==> config.mk <==
export PLATFORM = sky130hd
export DESIGN_NAME = pves_regs
export DESIGN_NICKNAME = d
export VERILOG_FILES = /design/src/inc/pves_pkg.sv /design/src/inc/pves_bus_if.sv /design/src/hw/pves_rsc_reg.sv /design/src/hw/pves_regs.sv
export SDC_FILE = /design/constraint.sdc
export NUM_CORES = 1
export LEC_CHECK = 0
export BUFFER_PORTS_ARGS = -buffer_cell sky130_fd_sc_hd__buf_2
export CORE_MARGIN = 3
export CORE_UTILIZATION = 58
export DETAILED_ROUTE_END_ITERATION = 10
export PLACE_DENSITY_LB_ADDON = 0.08
export SLEW_MARGIN = 30
export SYNTH_ARGS = -nofsm -noshare
export SYNTH_HDL_FRONTEND = slang
export SYNTH_SLANG_ARGS = --single-unit
==> constraint.sdc <==
create_clock -name SYS_CLK -period 4.7 [get_ports SYS_CLK]
set_input_delay 0.235 -clock SYS_CLK [delete_from_list [all_inputs] [get_ports SYS_CLK]]
set_output_delay 0.235 -clock SYS_CLK [all_outputs]
set_load 0.005 [all_outputs]
==> src/inc/pves_pkg.sv <==
// Constants for the bus-power event and status register block.
// Assumes a 6-bit register address and byte-wide register data.
package pves_pkg;
	// Bus and data widths
	localparam int ADDR_W = 6;
	localparam int DATA_W = 8;
	localparam int NSRC   = 4;
	localparam int LINE_W = 2;

	// Source bit positions, shared by enable, status and latch registers
	localparam int BIT_SESSION_OVER = 3;
	localparam int BIT_SESSION_OK   = 2;
	localparam int BIT_BUS_POWER_OK = 1;
	localparam int BIT_DETACH       = 0;

	// Set and clear aliases sit just above the write address
	localparam logic [ADDR_W-1:0] SET_OFS = 6'h01;
	localparam logic [ADDR_W-1:0] CLR_OFS = 6'h02;

	// Register addresses
	localparam logic [ADDR_W-1:0] ADDR_FALL_EN     = 6'h10;
	localparam logic [ADDR_W-1:0] ADDR_FALL_EN_SET = 6'h11;
	localparam logic [ADDR_W-1:0] ADDR_FALL_EN_CLR = 6'h12;
	localparam logic [ADDR_W-1:0] ADDR_STATUS      = 6'h13;
	localparam logic [ADDR_W-1:0] ADDR_LATCH       = 6'h14;
	localparam logic [ADDR_W-1:0] ADDR_MONITOR     = 6'h15;
	localparam logic [ADDR_W-1:0] ADDR_TEST        = 6'h16;
	localparam logic [ADDR_W-1:0] ADDR_TEST_SET    = 6'h17;
	localparam logic [ADDR_W-1:0] ADDR_TEST_CLR    = 6'h18;
	localparam logic [ADDR_W-1:0] ADDR_HOLE_LO     = 6'h19;
	localparam logic [ADDR_W-1:0] ADDR_HOLE_HI     = 6'h2e;

	// Reset values
	localparam logic [DATA_W-1:0] FALL_EN_RESET = 8'h1f;
	localparam logic [DATA_W-1:0] TEST_RESET    = 8'h00;
	localparam logic [DATA_W-1:0] RDATA_RESET   = 8'h00;
	localparam logic [NSRC-1:0]   LATCH_RESET   = 4'h0;
	localparam logic [NSRC-1:0]   LEVEL_RESET   = 4'h0;

	// Read value of unmapped addresses
	localparam logic [DATA_W-1:0] READ_ZERO = 8'h00;
endpackage : pves_pkg

==> src/inc/pves_bus_if.sv <==
// Write side of the register port, shared by the set/clear registers.
// Assumes one writer (the top) and any number of register targets.
`timescale 1ns/1ps
interface pves_bus_if;
	import pves_pkg::*;
	logic              wr;
	logic [ADDR_W-1:0] addr;
	logic [DATA_W-1:0] wdata;

	// Top drives the strobe, registers only listen
	modport host   (output wr, output addr, output wdata);
	modport target (input wr, input addr, input wdata);
endinterface : pves_bus_if

==> src/hw/pves_rsc_reg.sv <==
// Byte register with write, bit-set and bit-clear aliases.
// Assumes the bus strobe is one cycle and synchronous to clk.
`timescale 1ns/1ps
module pves_rsc_reg #(
	parameter logic [pves_pkg::ADDR_W-1:0] BASE      = 6'h00,
	parameter logic [pves_pkg::DATA_W-1:0] RESET_VAL = 8'h00
) (
	input  wire logic                        clk,
	input  wire logic                        nrst,
	pves_bus_if.target                       bus,
	output logic      [pves_pkg::DATA_W-1:0] value
);
	import pves_pkg::*;

	logic hit_wr;
	logic hit_set;
	logic hit_clr;

	// Address decode of the three aliases
	assign hit_wr  = bus.wr && (bus.addr == BASE);
	assign hit_set = bus.wr && (bus.addr == BASE + SET_OFS);
	assign hit_clr = bus.wr && (bus.addr == BASE + CLR_OFS);

	// Set ORs in ones, clear removes ones, others untouched
	always_ff @(posedge clk or negedge nrst) begin
		if (!nrst) begin
			value <= RESET_VAL;
		end else if (hit_wr) begin
			value <= bus.wdata;
		end else if (hit_set) begin
			value <= value | bus.wdata;
		end else if (hit_clr) begin
			value <= value & ~bus.wdata;
		end
	end

	a_set_or_in: assert property (@(posedge clk) disable iff (!nrst)
		hit_set |=> value == ($past(value) | $past(bus.wdata)))
		else $error("bit-set write did not OR the data in");

	a_clr_and_out: assert property (@(posedge clk) disable iff (!nrst)
		hit_clr |=> value == ($past(value) & ~$past(bus.wdata)))
		else $error("bit-clear write did not clear the written ones");

	a_write_load: assert property (@(posedge clk) disable iff (!nrst)
		hit_wr |=> value == $past(bus.wdata))
		else $error("plain write did not load the byte");

	a_idle_holds: assert property (@(posedge clk) disable iff (!nrst)
		!(hit_wr || hit_set || hit_clr) |=> $stable(value))
		else $error("register changed without an access to it");
endmodule : pves_rsc_reg

==> src/hw/pves_regs.sv <==
// Bus-power event and status registers of a ULPI transceiver front end.
// Assumes source levels and register strobes are synchronous to SYS_CLK.
//
// Contract
// - Enabled falling source edge raises interrupt, RXCMD.
// - All four falling-edge enables set after reset.
// - Enable register read 10h-12h, write/set/clear aliases.
// - Enable bits 3..0: over, ok, power, detach.
// - Status at 13h shows live source levels.
// - Latch bit sets on unmasked source change; here only an enabled fall sets it, rises never do.
// - Reading latch register clears all its bits.
// - Entering low-power mode clears all latch bits.
// - Monitor at 15h shows line state bits.
// - Test byte read 16h-18h, write/set/clear aliases.
// - Test byte resets zero, affects nothing else.
// - Addresses 19h-2Eh unimplemented, accesses change nothing.
//
// The strobed register port was left to the implementer.
`timescale 1ns/1ps
module pves_regs (
	input  wire logic                        SYS_CLK,
	input  wire logic                        NRST,
	input  wire logic [pves_pkg::ADDR_W-1:0] REG_ADDR,
	input  wire logic [pves_pkg::DATA_W-1:0] REG_WDATA,
	input  wire logic                        REG_WR,
	input  wire logic                        REG_RD,
	output logic      [pves_pkg::DATA_W-1:0] REG_RDATA,
	input  wire logic                        SESSION_OVER_LEVEL,
	input  wire logic                        SESSION_OK_LEVEL,
	input  wire logic                        BUS_POWER_OK_LEVEL,
	input  wire logic                        DOWNSTREAM_DETACH_FLAG,
	input  wire logic [pves_pkg::LINE_W-1:0] LINE_STATE,
	input  wire logic                        LOW_POWER,
	output logic                             EVENT_IRQ,
	output logic                             RXCMD_REQ,
	output logic      [pves_pkg::NSRC-1:0]   RXCMD_LEVELS
);
	import pves_pkg::*;

	pves_bus_if bus ();

	logic [DATA_W-1:0] falling_edge_enable;
	logic [DATA_W-1:0] test_byte;
	logic [NSRC-1:0]   source_level;
	logic [NSRC-1:0]   prev_level;
	logic [NSRC-1:0]   fall_en;
	logic [NSRC-1:0]   fall_event;
	logic [NSRC-1:0]   change_latch;
	logic [NSRC-1:0]   next_change_latch;
	logic              latch_clear;
	logic              rd_latch;
	logic              in_hole;
	logic [DATA_W-1:0] next_rdata;

	// Write side goes to both set/clear registers through the interface
	assign bus.wr    = REG_WR;
	assign bus.addr  = REG_ADDR;
	assign bus.wdata = REG_WDATA;

	// Falling-edge enables; reset value turns every source on
	pves_rsc_reg #(
		.BASE      (ADDR_FALL_EN),
		.RESET_VAL (FALL_EN_RESET)
	) u_fall_en (
		.clk   (SYS_CLK),
		.nrst  (NRST),
		.bus   (bus),
		.value (falling_edge_enable)
	);

	// Test byte is read back only, nothing else looks at it
	pves_rsc_reg #(
		.BASE      (ADDR_TEST),
		.RESET_VAL (TEST_RESET)
	) u_test_byte (
		.clk   (SYS_CLK),
		.nrst  (NRST),
		.bus   (bus),
		.value (test_byte)
	);

	// Source vector in the shared bit order
	always_comb begin
		source_level                   = LEVEL_RESET;
		source_level[BIT_SESSION_OVER] = SESSION_OVER_LEVEL;
		source_level[BIT_SESSION_OK]   = SESSION_OK_LEVEL;
		source_level[BIT_BUS_POWER_OK] = BUS_POWER_OK_LEVEL;
		source_level[BIT_DETACH]       = DOWNSTREAM_DETACH_FLAG;
	end

	// Previous levels; zero at reset so release never fakes a fall
	always_ff @(posedge SYS_CLK or negedge NRST) begin
		if (!NRST) begin
			prev_level <= LEVEL_RESET;
		end else begin
			prev_level <= source_level;
		end
	end

	// One-to-zero transition gated by its enable bit
	assign fall_en    = falling_edge_enable[NSRC-1:0];
	assign fall_event = prev_level & ~source_level & fall_en;

	// Latch clears on its own read or on low power
	assign rd_latch    = REG_RD && (REG_ADDR == ADDR_LATCH);
	assign latch_clear = rd_latch || LOW_POWER;

	// A fall in the clearing cycle survives, so no event is lost
	always_comb begin
		next_change_latch = change_latch;
		if (latch_clear) begin
			next_change_latch = LATCH_RESET;
		end
		next_change_latch = next_change_latch | fall_event;
	end

	// Change latch storage
	always_ff @(posedge SYS_CLK or negedge NRST) begin
		if (!NRST) begin
			change_latch <= LATCH_RESET;
		end else begin
			change_latch <= next_change_latch;
		end
	end

	// Interrupt stays up while any latched change is pending
	always_ff @(posedge SYS_CLK or negedge NRST) begin
		if (!NRST) begin
			EVENT_IRQ <= 1'b0;
		end else begin
			EVENT_IRQ <= |next_change_latch;
		end
	end

	// RXCMD request pulse with a snapshot of the levels that caused it
	always_ff @(posedge SYS_CLK or negedge NRST) begin
		if (!NRST) begin
			RXCMD_REQ    <= 1'b0;
			RXCMD_LEVELS <= LEVEL_RESET;
		end else begin
			RXCMD_REQ <= |fall_event;
			if (|fall_event) begin
				RXCMD_LEVELS <= source_level;
			end
		end
	end

	// Hole decode; reads there give zero and writes hit no register
	assign in_hole = (REG_ADDR >= ADDR_HOLE_LO) && (REG_ADDR <= ADDR_HOLE_HI);

	// Read mux; unmapped addresses and unused status, latch and monitor bits read as zero
	always_comb begin
		next_rdata = READ_ZERO;
		case (REG_ADDR)
			ADDR_FALL_EN, ADDR_FALL_EN_SET, ADDR_FALL_EN_CLR: begin
				next_rdata = falling_edge_enable;
			end
			ADDR_STATUS: begin
				next_rdata = {{(DATA_W-NSRC){1'b0}}, source_level};
			end
			ADDR_LATCH: begin
				next_rdata = {{(DATA_W-NSRC){1'b0}}, change_latch};
			end
			ADDR_MONITOR: begin
				next_rdata = {{(DATA_W-LINE_W){1'b0}}, LINE_STATE};
			end
			ADDR_TEST, ADDR_TEST_SET, ADDR_TEST_CLR: begin
				next_rdata = test_byte;
			end
			default: begin
				next_rdata = READ_ZERO;
			end
		endcase
	end

	// Read data stands only in the cycle after the strobe
	always_ff @(posedge SYS_CLK or negedge NRST) begin
		if (!NRST) begin
			REG_RDATA <= RDATA_RESET;
		end else if (REG_RD) begin
			REG_RDATA <= next_rdata;
		end else begin
			REG_RDATA <= RDATA_RESET;
		end
	end

	// Reset leaves every falling edge reported
	a_enable_reset: assert property (@(posedge SYS_CLK) disable iff (!NRST)
		$rose(NRST) |-> falling_edge_enable == FALL_EN_RESET)
		else $error("falling-edge enables not all set after reset");

	// Enabled fall gives an RXCMD pulse next cycle and interrupt
	a_fall_rxcmd: assert property (@(posedge SYS_CLK) disable iff (!NRST)
		(fall_event != LEVEL_RESET) |=> RXCMD_REQ && EVENT_IRQ
			&& RXCMD_LEVELS == $past(source_level))
		else $error("enabled fall did not raise RXCMD and interrupt");

	// Masked or absent fall sends nothing
	a_quiet_no_rxcmd: assert property (@(posedge SYS_CLK) disable iff (!NRST)
		(fall_event == LEVEL_RESET) |=> !RXCMD_REQ)
		else $error("RXCMD sent without an enabled fall");

	// Masked detach fall leaves its latch bit alone
	a_mask_blocks: assert property (@(posedge SYS_CLK) disable iff (!NRST)
		(prev_level[BIT_DETACH] && !source_level[BIT_DETACH]
			&& !fall_en[BIT_DETACH] && !change_latch[BIT_DETACH])
		|=> !change_latch[BIT_DETACH])
		else $error("masked fall reached the latch");

	// Every enabled fall is latched even when a clear coincides
	a_fall_latched: assert property (@(posedge SYS_CLK) disable iff (!NRST)
		(fall_event != LEVEL_RESET) |=> (change_latch & $past(fall_event)) == $past(fall_event))
		else $error("enabled fall not caught in the latch");

	// Latch read returns the bits and then clears them
	a_read_clears: assert property (@(posedge SYS_CLK) disable iff (!NRST)
		(rd_latch && fall_event == LEVEL_RESET) |=> change_latch == LATCH_RESET
			&& REG_RDATA == {{(DATA_W-NSRC){1'b0}}, $past(change_latch)})
		else $error("latch read did not return and clear the bits");

	// Low-power entry empties the latch
	a_lowpwr_clears: assert property (@(posedge SYS_CLK) disable iff (!NRST)
		(LOW_POWER && fall_event == LEVEL_RESET) |=> change_latch == LATCH_RESET)
		else $error("low-power mode did not clear the latch");

	// Status read reflects the live levels of the read cycle
	a_status_live: assert property (@(posedge SYS_CLK) disable iff (!NRST)
		(REG_RD && REG_ADDR == ADDR_STATUS)
		|=> REG_RDATA == {{(DATA_W-NSRC){1'b0}}, $past(source_level)})
		else $error("status read does not show the source levels");

	// Monitor read reflects the line state
	a_monitor_line: assert property (@(posedge SYS_CLK) disable iff (!NRST)
		(REG_RD && REG_ADDR == ADDR_MONITOR)
		|=> REG_RDATA == {{(DATA_W-LINE_W){1'b0}}, $past(LINE_STATE)})
		else $error("monitor read does not show the line state");

	// Test byte clear alias reads back the same byte
	a_test_readback: assert property (@(posedge SYS_CLK) disable iff (!NRST)
		(REG_RD && REG_ADDR == ADDR_TEST_CLR) |=> REG_RDATA == $past(test_byte))
		else $error("test byte alias read wrong value");

	// Test byte writes do not disturb the event logic
	a_test_isolated: assert property (@(posedge SYS_CLK) disable iff (!NRST)
		(REG_WR && REG_ADDR >= ADDR_TEST && REG_ADDR <= ADDR_TEST_CLR)
		|=> $stable(falling_edge_enable))
		else $error("test byte write changed the enables");

	// Hole reads give zero and hole writes change nothing
	a_hole_read_zero: assert property (@(posedge SYS_CLK) disable iff (!NRST)
		(REG_RD && in_hole) |=> REG_RDATA == READ_ZERO)
		else $error("unmapped read returned data");

	a_hole_no_effect: assert property (@(posedge SYS_CLK) disable iff (!NRST)
		(REG_WR && in_hole) |=> $stable(falling_edge_enable) && $stable(test_byte))
		else $error("unmapped write changed a register");

	// Read data is zero in any cycle not following a read strobe
	a_rdata_one_cycle: assert property (@(posedge SYS_CLK) disable iff (!NRST)
		!REG_RD |=> REG_RDATA == RDATA_RESET)
		else $error("read data stood past its cycle");

	// Interrupt level follows the latch contents exactly
	a_irq_tracks_latch: assert property (@(posedge SYS_CLK) disable iff (!NRST)
		EVENT_IRQ == (change_latch != LATCH_RESET))
		else $error("interrupt level differs from the latch");

	// Latch bits appear only from an enabled fall; rises are ignored
	a_latch_no_spurious: assert property (@(posedge SYS_CLK) disable iff (!NRST)
		1'b1 |=> (change_latch & ~$past(change_latch) & ~$past(fall_event)) == LATCH_RESET)
		else $error("latch bit set without an enabled fall");

	// Snapshot of the levels holds between falls
	a_levels_hold: assert property (@(posedge SYS_CLK) disable iff (!NRST)
		(fall_event == LEVEL_RESET) |=> $stable(RXCMD_LEVELS))
		else $error("RXCMD levels changed without a fall");

	// Set alias reads back the enable byte
	a_enable_alias_read: assert property (@(posedge SYS_CLK) disable iff (!NRST)
		(REG_RD && REG_ADDR == ADDR_FALL_EN_SET)
		|=> REG_RDATA == $past(falling_edge_enable))
		else $error("enable set alias read wrong value");

	// Clearing with no fall pending drops the interrupt
	a_irq_clears: assert property (@(posedge SYS_CLK) disable iff (!NRST)
		(latch_clear && fall_event == LEVEL_RESET) |=> !EVENT_IRQ)
		else $error("interrupt stayed up after the latch was cleared");

	// Writes to the latch address are ignored, only a read or low power clears it
	a_latch_no_write: assert property (@(posedge SYS_CLK) disable iff (!NRST)
		(REG_WR && REG_ADDR == ADDR_LATCH && !latch_clear && fall_event == LEVEL_RESET)
		|=> $stable(change_latch))
		else $error("write to the read-only latch changed it");
endmodule : pves_regs

==> results.cfg, run 1 <==
[timing]
final-hold-violation-count = 0
fin_setup_tns_ps = 0
maxSlewHeadroom_pct = 41.7
tightest_slew_ps = 873
rsz0062_at_grt = false
final.min_clock_period_ps = 1810
period_share_pct = 38.5
timing.fmax_mhz = 552
hold_ws_ps = 31.9
fin_skew_ps = 7.32
setup_violations = 0
final_max_slew_viol_count = 0

[worst_setup_path]
path_class = primary input to flop
cp-end-kind = flop
timing.rr.end = RXCMD_LEVELS[2]$_DFFE_PN0P_
cp_num_cells = 4
required_ps = 4930
cpMaxStageDelayCell = nor4b_4
reg2reg_depth = 3
critical_path_buf_inv_count = 1
path_cells = buf_2, nor4b_4, nand4bb_1, a221o_1
reg2reg_slack_ps = 3060
path_max_fanout = 18
crit_path_start = REG_ADDR[3]
cpLargestDelayFamily = simple AND/OR/NAND/NOR gates
critPathArrivalTime_ps = 2040
critPathLaunchType = primary input
critPathMaxStageDelay_ps = 780

[floorplan]
start_util_pct = 62.6
core-area_mm2 = 0.00315
die_y_um = 64.3
fp.dieW_um = 64.3
std_cell_rows = 20
io_pins = 39
die-area_mm2 = 0.00414

[place]
dp_hpwl_mm = 3.24
portBuffers = 38
routabilityCongestion = 0.819

[synthesis]
synth_edf_count = 0
yosysSeqAreaShare_pct = 48.5
async_flop_share_pct = 100
synth_xor_area_share_pct = 0
synth_top_flop_cell = dfrtp_1
synth_top_family_by_area = compound AO/OA/AOI/OAI gates
ys_ff_latch = 38
ys_warn_count = 0
synth_area_mm2 = 0.00197
synth_compound_area_share_pct = 24.1
synthMuxAreaShare_pct = 4.19
synth_cell_types = 35
synth_fp_nets = 205
syn_inst = 180
synth.avg_cell_area_um2 = 11.0
synth-simple-area-share_pct = 18.3
yosys.area_share.adder_pct = 0

[final_layout]
final_core_util_pct = 70.5
drive_gt1_share_pct = 29.4
final_cell_mix = 38 x buf_2, 33 x dfrtp_1, 13 x a31oi_1
fin_nets = 238
final_common_cell = buf_2
diodes = 0
area_growth_pct = 12.7

[global_route]
antenna_found_initial = 0
grt_max_degree = 39
track_usage_pct = 25.0
grt_pass1_vias = 1622
overflow = 0
grt_pass1_wl_mm = 7.91

[route]
num_vias = 1632
drtIter0Drc = 117
via_per_inst = 6.33
drt_pass1_iterations = 4
wirelength_mm = 4.63
route.detailed.drc = 0
drt-wirelength-per-cell_um = 18.0
final_antenna_net_count = 0

[run_status]
status = completed

[flow_run]
cap_violations = 0

[pwr]
p_leak_nw = 1.03
pwr_density_cell_mw_per_mm2 = 271
p_total_mw = 0.602
vdd_ir_drop_max_mv = 0.191

[cts]
clockBufferDepth = 2
root_buffer = clkbuf_4
cts_resized = 0
clk_transition_reported_paths_ps = 100
cts_htree_levels = 2
cts_buffers = 5
cts_sinks = 38
clkLatencyLatePin_ps = 350
cts_tree = done

[hold_path]
hold_class = primary input to flop
-- cell usage after synthesis (5+ instances only) --
cell type / instances / area share, %
dfrtp_1: 33 / 42
a31oi_1: 13 / 4.1
a21oi_1: 12 / 3.0
a221o_1: 12 / 6.1
nor2_1: 9 / 1.7
inv_1: 8 / 1.5
nand2b_1: 8 / 2.5
o211ai_1: 8 / 3.0
and3b_1: 7 / 3.1
nand3_1: 7 / 1.8
buf_2: 6 / 1.5
clkbuf_1: 6 / 1.1
dfstp_2: 5 / 6.7
-- per-stage QoR --
step / setup WS, ps / area (um2) / instances
floorplan: 3110 / 1970 / 180
global placement: 2700 / 2160 / 249
detailed placement: 2550 / 2160 / 249
CTS: 2930 / 2220 / 258
global route: 2780 / 2220 / 258
finish: 2890 / 2220 / 258
-- worst reg2reg max path: stages (launching register included) --
cell,delay (ps)
dfstp_2,400
and3b_1,190
or4_4,610
mux2_4,320
-- cells by family (layout without fill, tap and decap cells) --
family | after synthesis | count (layout)
buffers and inverters | 22 | 56
AO/OA/AOI/OAI | 64 | 64
AND/OR/NAND/NOR | 50 | 50
flip-flops | 38 | 38
multiplexers | 6 | 6
-- worst min path at each step --
stage	startpoint	end	slack (ps)	depth (start not counted)
global placement	NRST	EVENT_IRQ$_DFF_PN0_	360	1
global route	BUS_POWER_OK_LEVEL	prev_level[1]$_DFF_PN0_	10	1
floorplan	NRST	EVENT_IRQ$_DFF_PN0_	-60	0
detailed placement	NRST	EVENT_IRQ$_DFF_PN0_	370	1
finish	BUS_POWER_OK_LEVEL	prev_level[1]$_DFF_PN0_	30	1
CTS	SESSION_OK_LEVEL	prev_level[2]$_DFF_PN0_	20	1
-- final cells by class --
class	instances	area (um2)
Clock buffer	8	48.8
Multi-Input combinational cell	120	925
Sequential cell	38	957
Tap cell	44	55.1
Timing Repair Buffer	40	208
Inverter	8	30.0
Fill cell	258	930
-- report_power, final --
| group | switching (mW) | internal (mW) |
|---|---|---|
| Sequential | 0.00758 | 0.341 |
| Clock | 0.104 | 0.0597 |
| Combinational | 0.0494 | 0.0395 |
-- per-layer routing --
| metal | up-vias | part of all wire [%] | routed length [um] | global-route usage, % |
|---|---|---|---|---|
| li1 | 758 | - | - | - |
| met3 | 7 | 7.4 | 343 | 5.80 |
| met2 | 63 | 46 | 2150 | 38.5 |
| met1 | 804 | 45 | 2090 | 34.5 |
| met4 | 0 | 1.1 | 53 | 8.97 |
| met5 | - | 0 | 0 | 0 |
-- timing repair --
item | in CTS | in global routing
setup buffers | 0 | 0
setup endpoints to repair | 0 | 0
hold endpoints to repair | 9 | 0
hold buffers | 1 | 0
Note: power is estimated with default switching activity, not from simulation.
==> inputs of run 2 (changes only) <==
--- a/config.mk
+++ b/config.mk
@@ -7,7 +7,7 @@
 export LEC_CHECK = 0
 export BUFFER_PORTS_ARGS = -buffer_cell sky130_fd_sc_hd__buf_2
 export CORE_MARGIN = 3
-export CORE_UTILIZATION = 58
+export CORE_UTILIZATION = 49
 export DETAILED_ROUTE_END_ITERATION = 10
 export PLACE_DENSITY_LB_ADDON = 0.08
 export SLEW_MARGIN = 30
==> constraint.sdc (replaced) <==
create_clock -name SYS_CLK -period 1.5 [get_ports SYS_CLK]
set_input_delay 0.075 -clock SYS_CLK [delete_from_list [all_inputs] [get_ports SYS_CLK]]
set_output_delay 0.075 -clock SYS_CLK [all_outputs]
set_load 0.005 [all_outputs]
==> results.cfg, run 2 (same netlist as run 1, synthesis figures left out) <==
[timing]
timing.fmax_mhz = 628
final-hold-violation-count = 0
final.min_clock_period_ps = 1590
setup_violations = 4
hold_ws_ps = 61.3
fin_setup_tns_ps = -323
final_max_slew_viol_count = 0
period_share_pct = 106
fin_skew_ps = 8.77
layout_setup_ws_ps = -93.3
maxSlewHeadroom_pct = 71.9
rsz0062_at_grt = true
tightest_slew_ps = 422

[worst_setup_path]
reg2reg_slack_ps = -90
path_class = flop to flop
cpMaxStageDelayCell = or4_4
critPathLaunchType = flop
path_cells = and3b_1, or4_4, mux2_4
critPathArrivalTime_ps = 1750
required_ps = 1660
critPathMaxStageDelay_ps = 610
path_max_fanout = 6
cp-end-kind = flop

[global_route]
grt_max_degree = 23
track_usage_pct = 21.3
grt_pass1_vias = 1678
grt_pass1_wl_mm = 8.30
use_met3_pct = 3.77
antenna_found_initial = 0
grt-busiest-layer = met2
grt_use_met1_pct = 31.9
overflow = 0
gr-usage-met2_pct = 32.6

[pwr]
p_leak_nw = 1.17
pwr_density_cell_mw_per_mm2 = 924
vdd_ir_drop_max_mv = 0.565

[route]
drt-wirelength-per-cell_um = 17.2
drtIter0Drc = 108
num_vias = 1694
wirelength_mm = 4.90
drt_pass1_iterations = 4
route.detailed.drc = 0
via_per_inst = 5.94
final_antenna_net_count = 0

[cts]
cts_htree_levels = 2
clk_transition_reported_paths_ps = 80
root_buffer = clkbuf_8
cts_sinks = 38
clockBufferDepth = 2
cts_buffers = 5
clkLatencyLatePin_ps = 280
cts_tree = done
cts_resized = 0

[floorplan]
io_pins = 39
fp.dieW_um = 69.5
die_y_um = 69.5
start_util_pct = 52.3
std_cell_rows = 22
core-area_mm2 = 0.00377
die-area_mm2 = 0.00482

[final_layout]
area_growth_pct = 26.3
diodes = 0
final_common_cell = buf_2
final_cell_mix = 38 x buf_2, 33 x dfrtp_1, 19 x buf_4
drive_gt1_share_pct = 35.4
num-fill-cells = 310
final_core_util_pct = 66.1
fin_nets = 261
fin_area_mm2 = 0.00249

[flow_run]
cap_violations = 0

[place]
dp_hpwl_mm = 3.58
portBuffers = 38
routabilityCongestion = 0.854
dpl_cell_area_mm2 = 0.00231

[run_status]
violations = negative setup slack
status = finished with violations

[hold_path]
hold_class = primary input to flop
-- run 2: cell count changes in the layout (fill, tap and decap cells not counted), moves of 2 or more --
cell | previous run | this run
clkbuf_8 | 0 | 6
buf_4 | 1 | 19
clkbuf_1 | 3 | 1
clkbuf_4 | 5 | 0
dlygate4sd3_1 | 1 | 5
-- run 2: per-layer routing --
layer	wire (um)	vias to the layer above
met5	0	-
met4	31	0
met3	354	5
met2	2240	58
met1	2270	832
li1	-	799
-- run 2: cell type report --
type	instances	area, um2	area share, %
repair buffers	63	403	16.2
multi-input cells	120	925	37.1
flip-flops and latches	38	957	38.4
clock buffers	7	86.3	3.47
well taps	48	60.1	2.41
inverters	8	30.0	1.21
clock inverters	1	30.0	1.21
-- run 2: critical path, delay by kind of cell, from the launching register on --
| family | cells | cell delay (ps) |
|---|---|---|
| AND/OR/NAND/NOR | 2 | 790 |
| multiplexers | 1 | 330 |
| flip-flops | 1 | 360 |
-- run 2: timing repair --
action | 4_1_cts | 5_1_grt
setup buffers | 1 | 1
endpoints found under the setup margin | 4 | 4
pin swaps | 2 | 0
hold endpoints to repair | 19 | 0
hold buffers | 5 | 0
-- run 2: metrics by stage --
stage | power (mW) | cells | worst slack, ps
2_1_floorplan | 1.27 | 180 | -80.2
3_3_place_gp | 1.41 | 270 | -49.7
3_5_place_dp | 1.42 | 270 | -109
4_1_cts | 2.31 | 284 | -98.8
5_1_grt | 2.40 | 285 | -126
6_report | 2.30 | 285 | -93.3
-- run 2: path summary, 6_finish.rpt --
| check | endpoint | depth (start not counted) | start |
|---|---|---|---|
| min | RXCMD_LEVELS[0]$_DFFE_PN0P_ | 2 | DOWNSTREAM_DETACH_FLAG |
| max | RXCMD_LEVELS[3]$_DFFE_PN0P_ | 3 | prev_level[3]$_DFF_PN0_ |
| min in group asynchronous | REG_RDATA[3]$_DFF_PN0_ | 2 | NRST |
| min reg2reg | change_latch[1]$_DFF_PN0_ | 1 | change_latch[1]$_DFF_PN0_ |
| max in group asynchronous | asynchronous set/reset pin | 3 | NRST |
| max reg2reg | RXCMD_LEVELS[3]$_DFFE_PN0P_ | 3 | prev_level[3]$_DFF_PN0_ |
-- run 2: report_power, final --
group	switching, mW	leakage, nW	internal, mW	total, mW
Sequential	0.0247	0.425	1.07	1.09
Clock	0.347	0.0585	0.542	0.889
Combinational	0.163	0.691	0.156	0.319
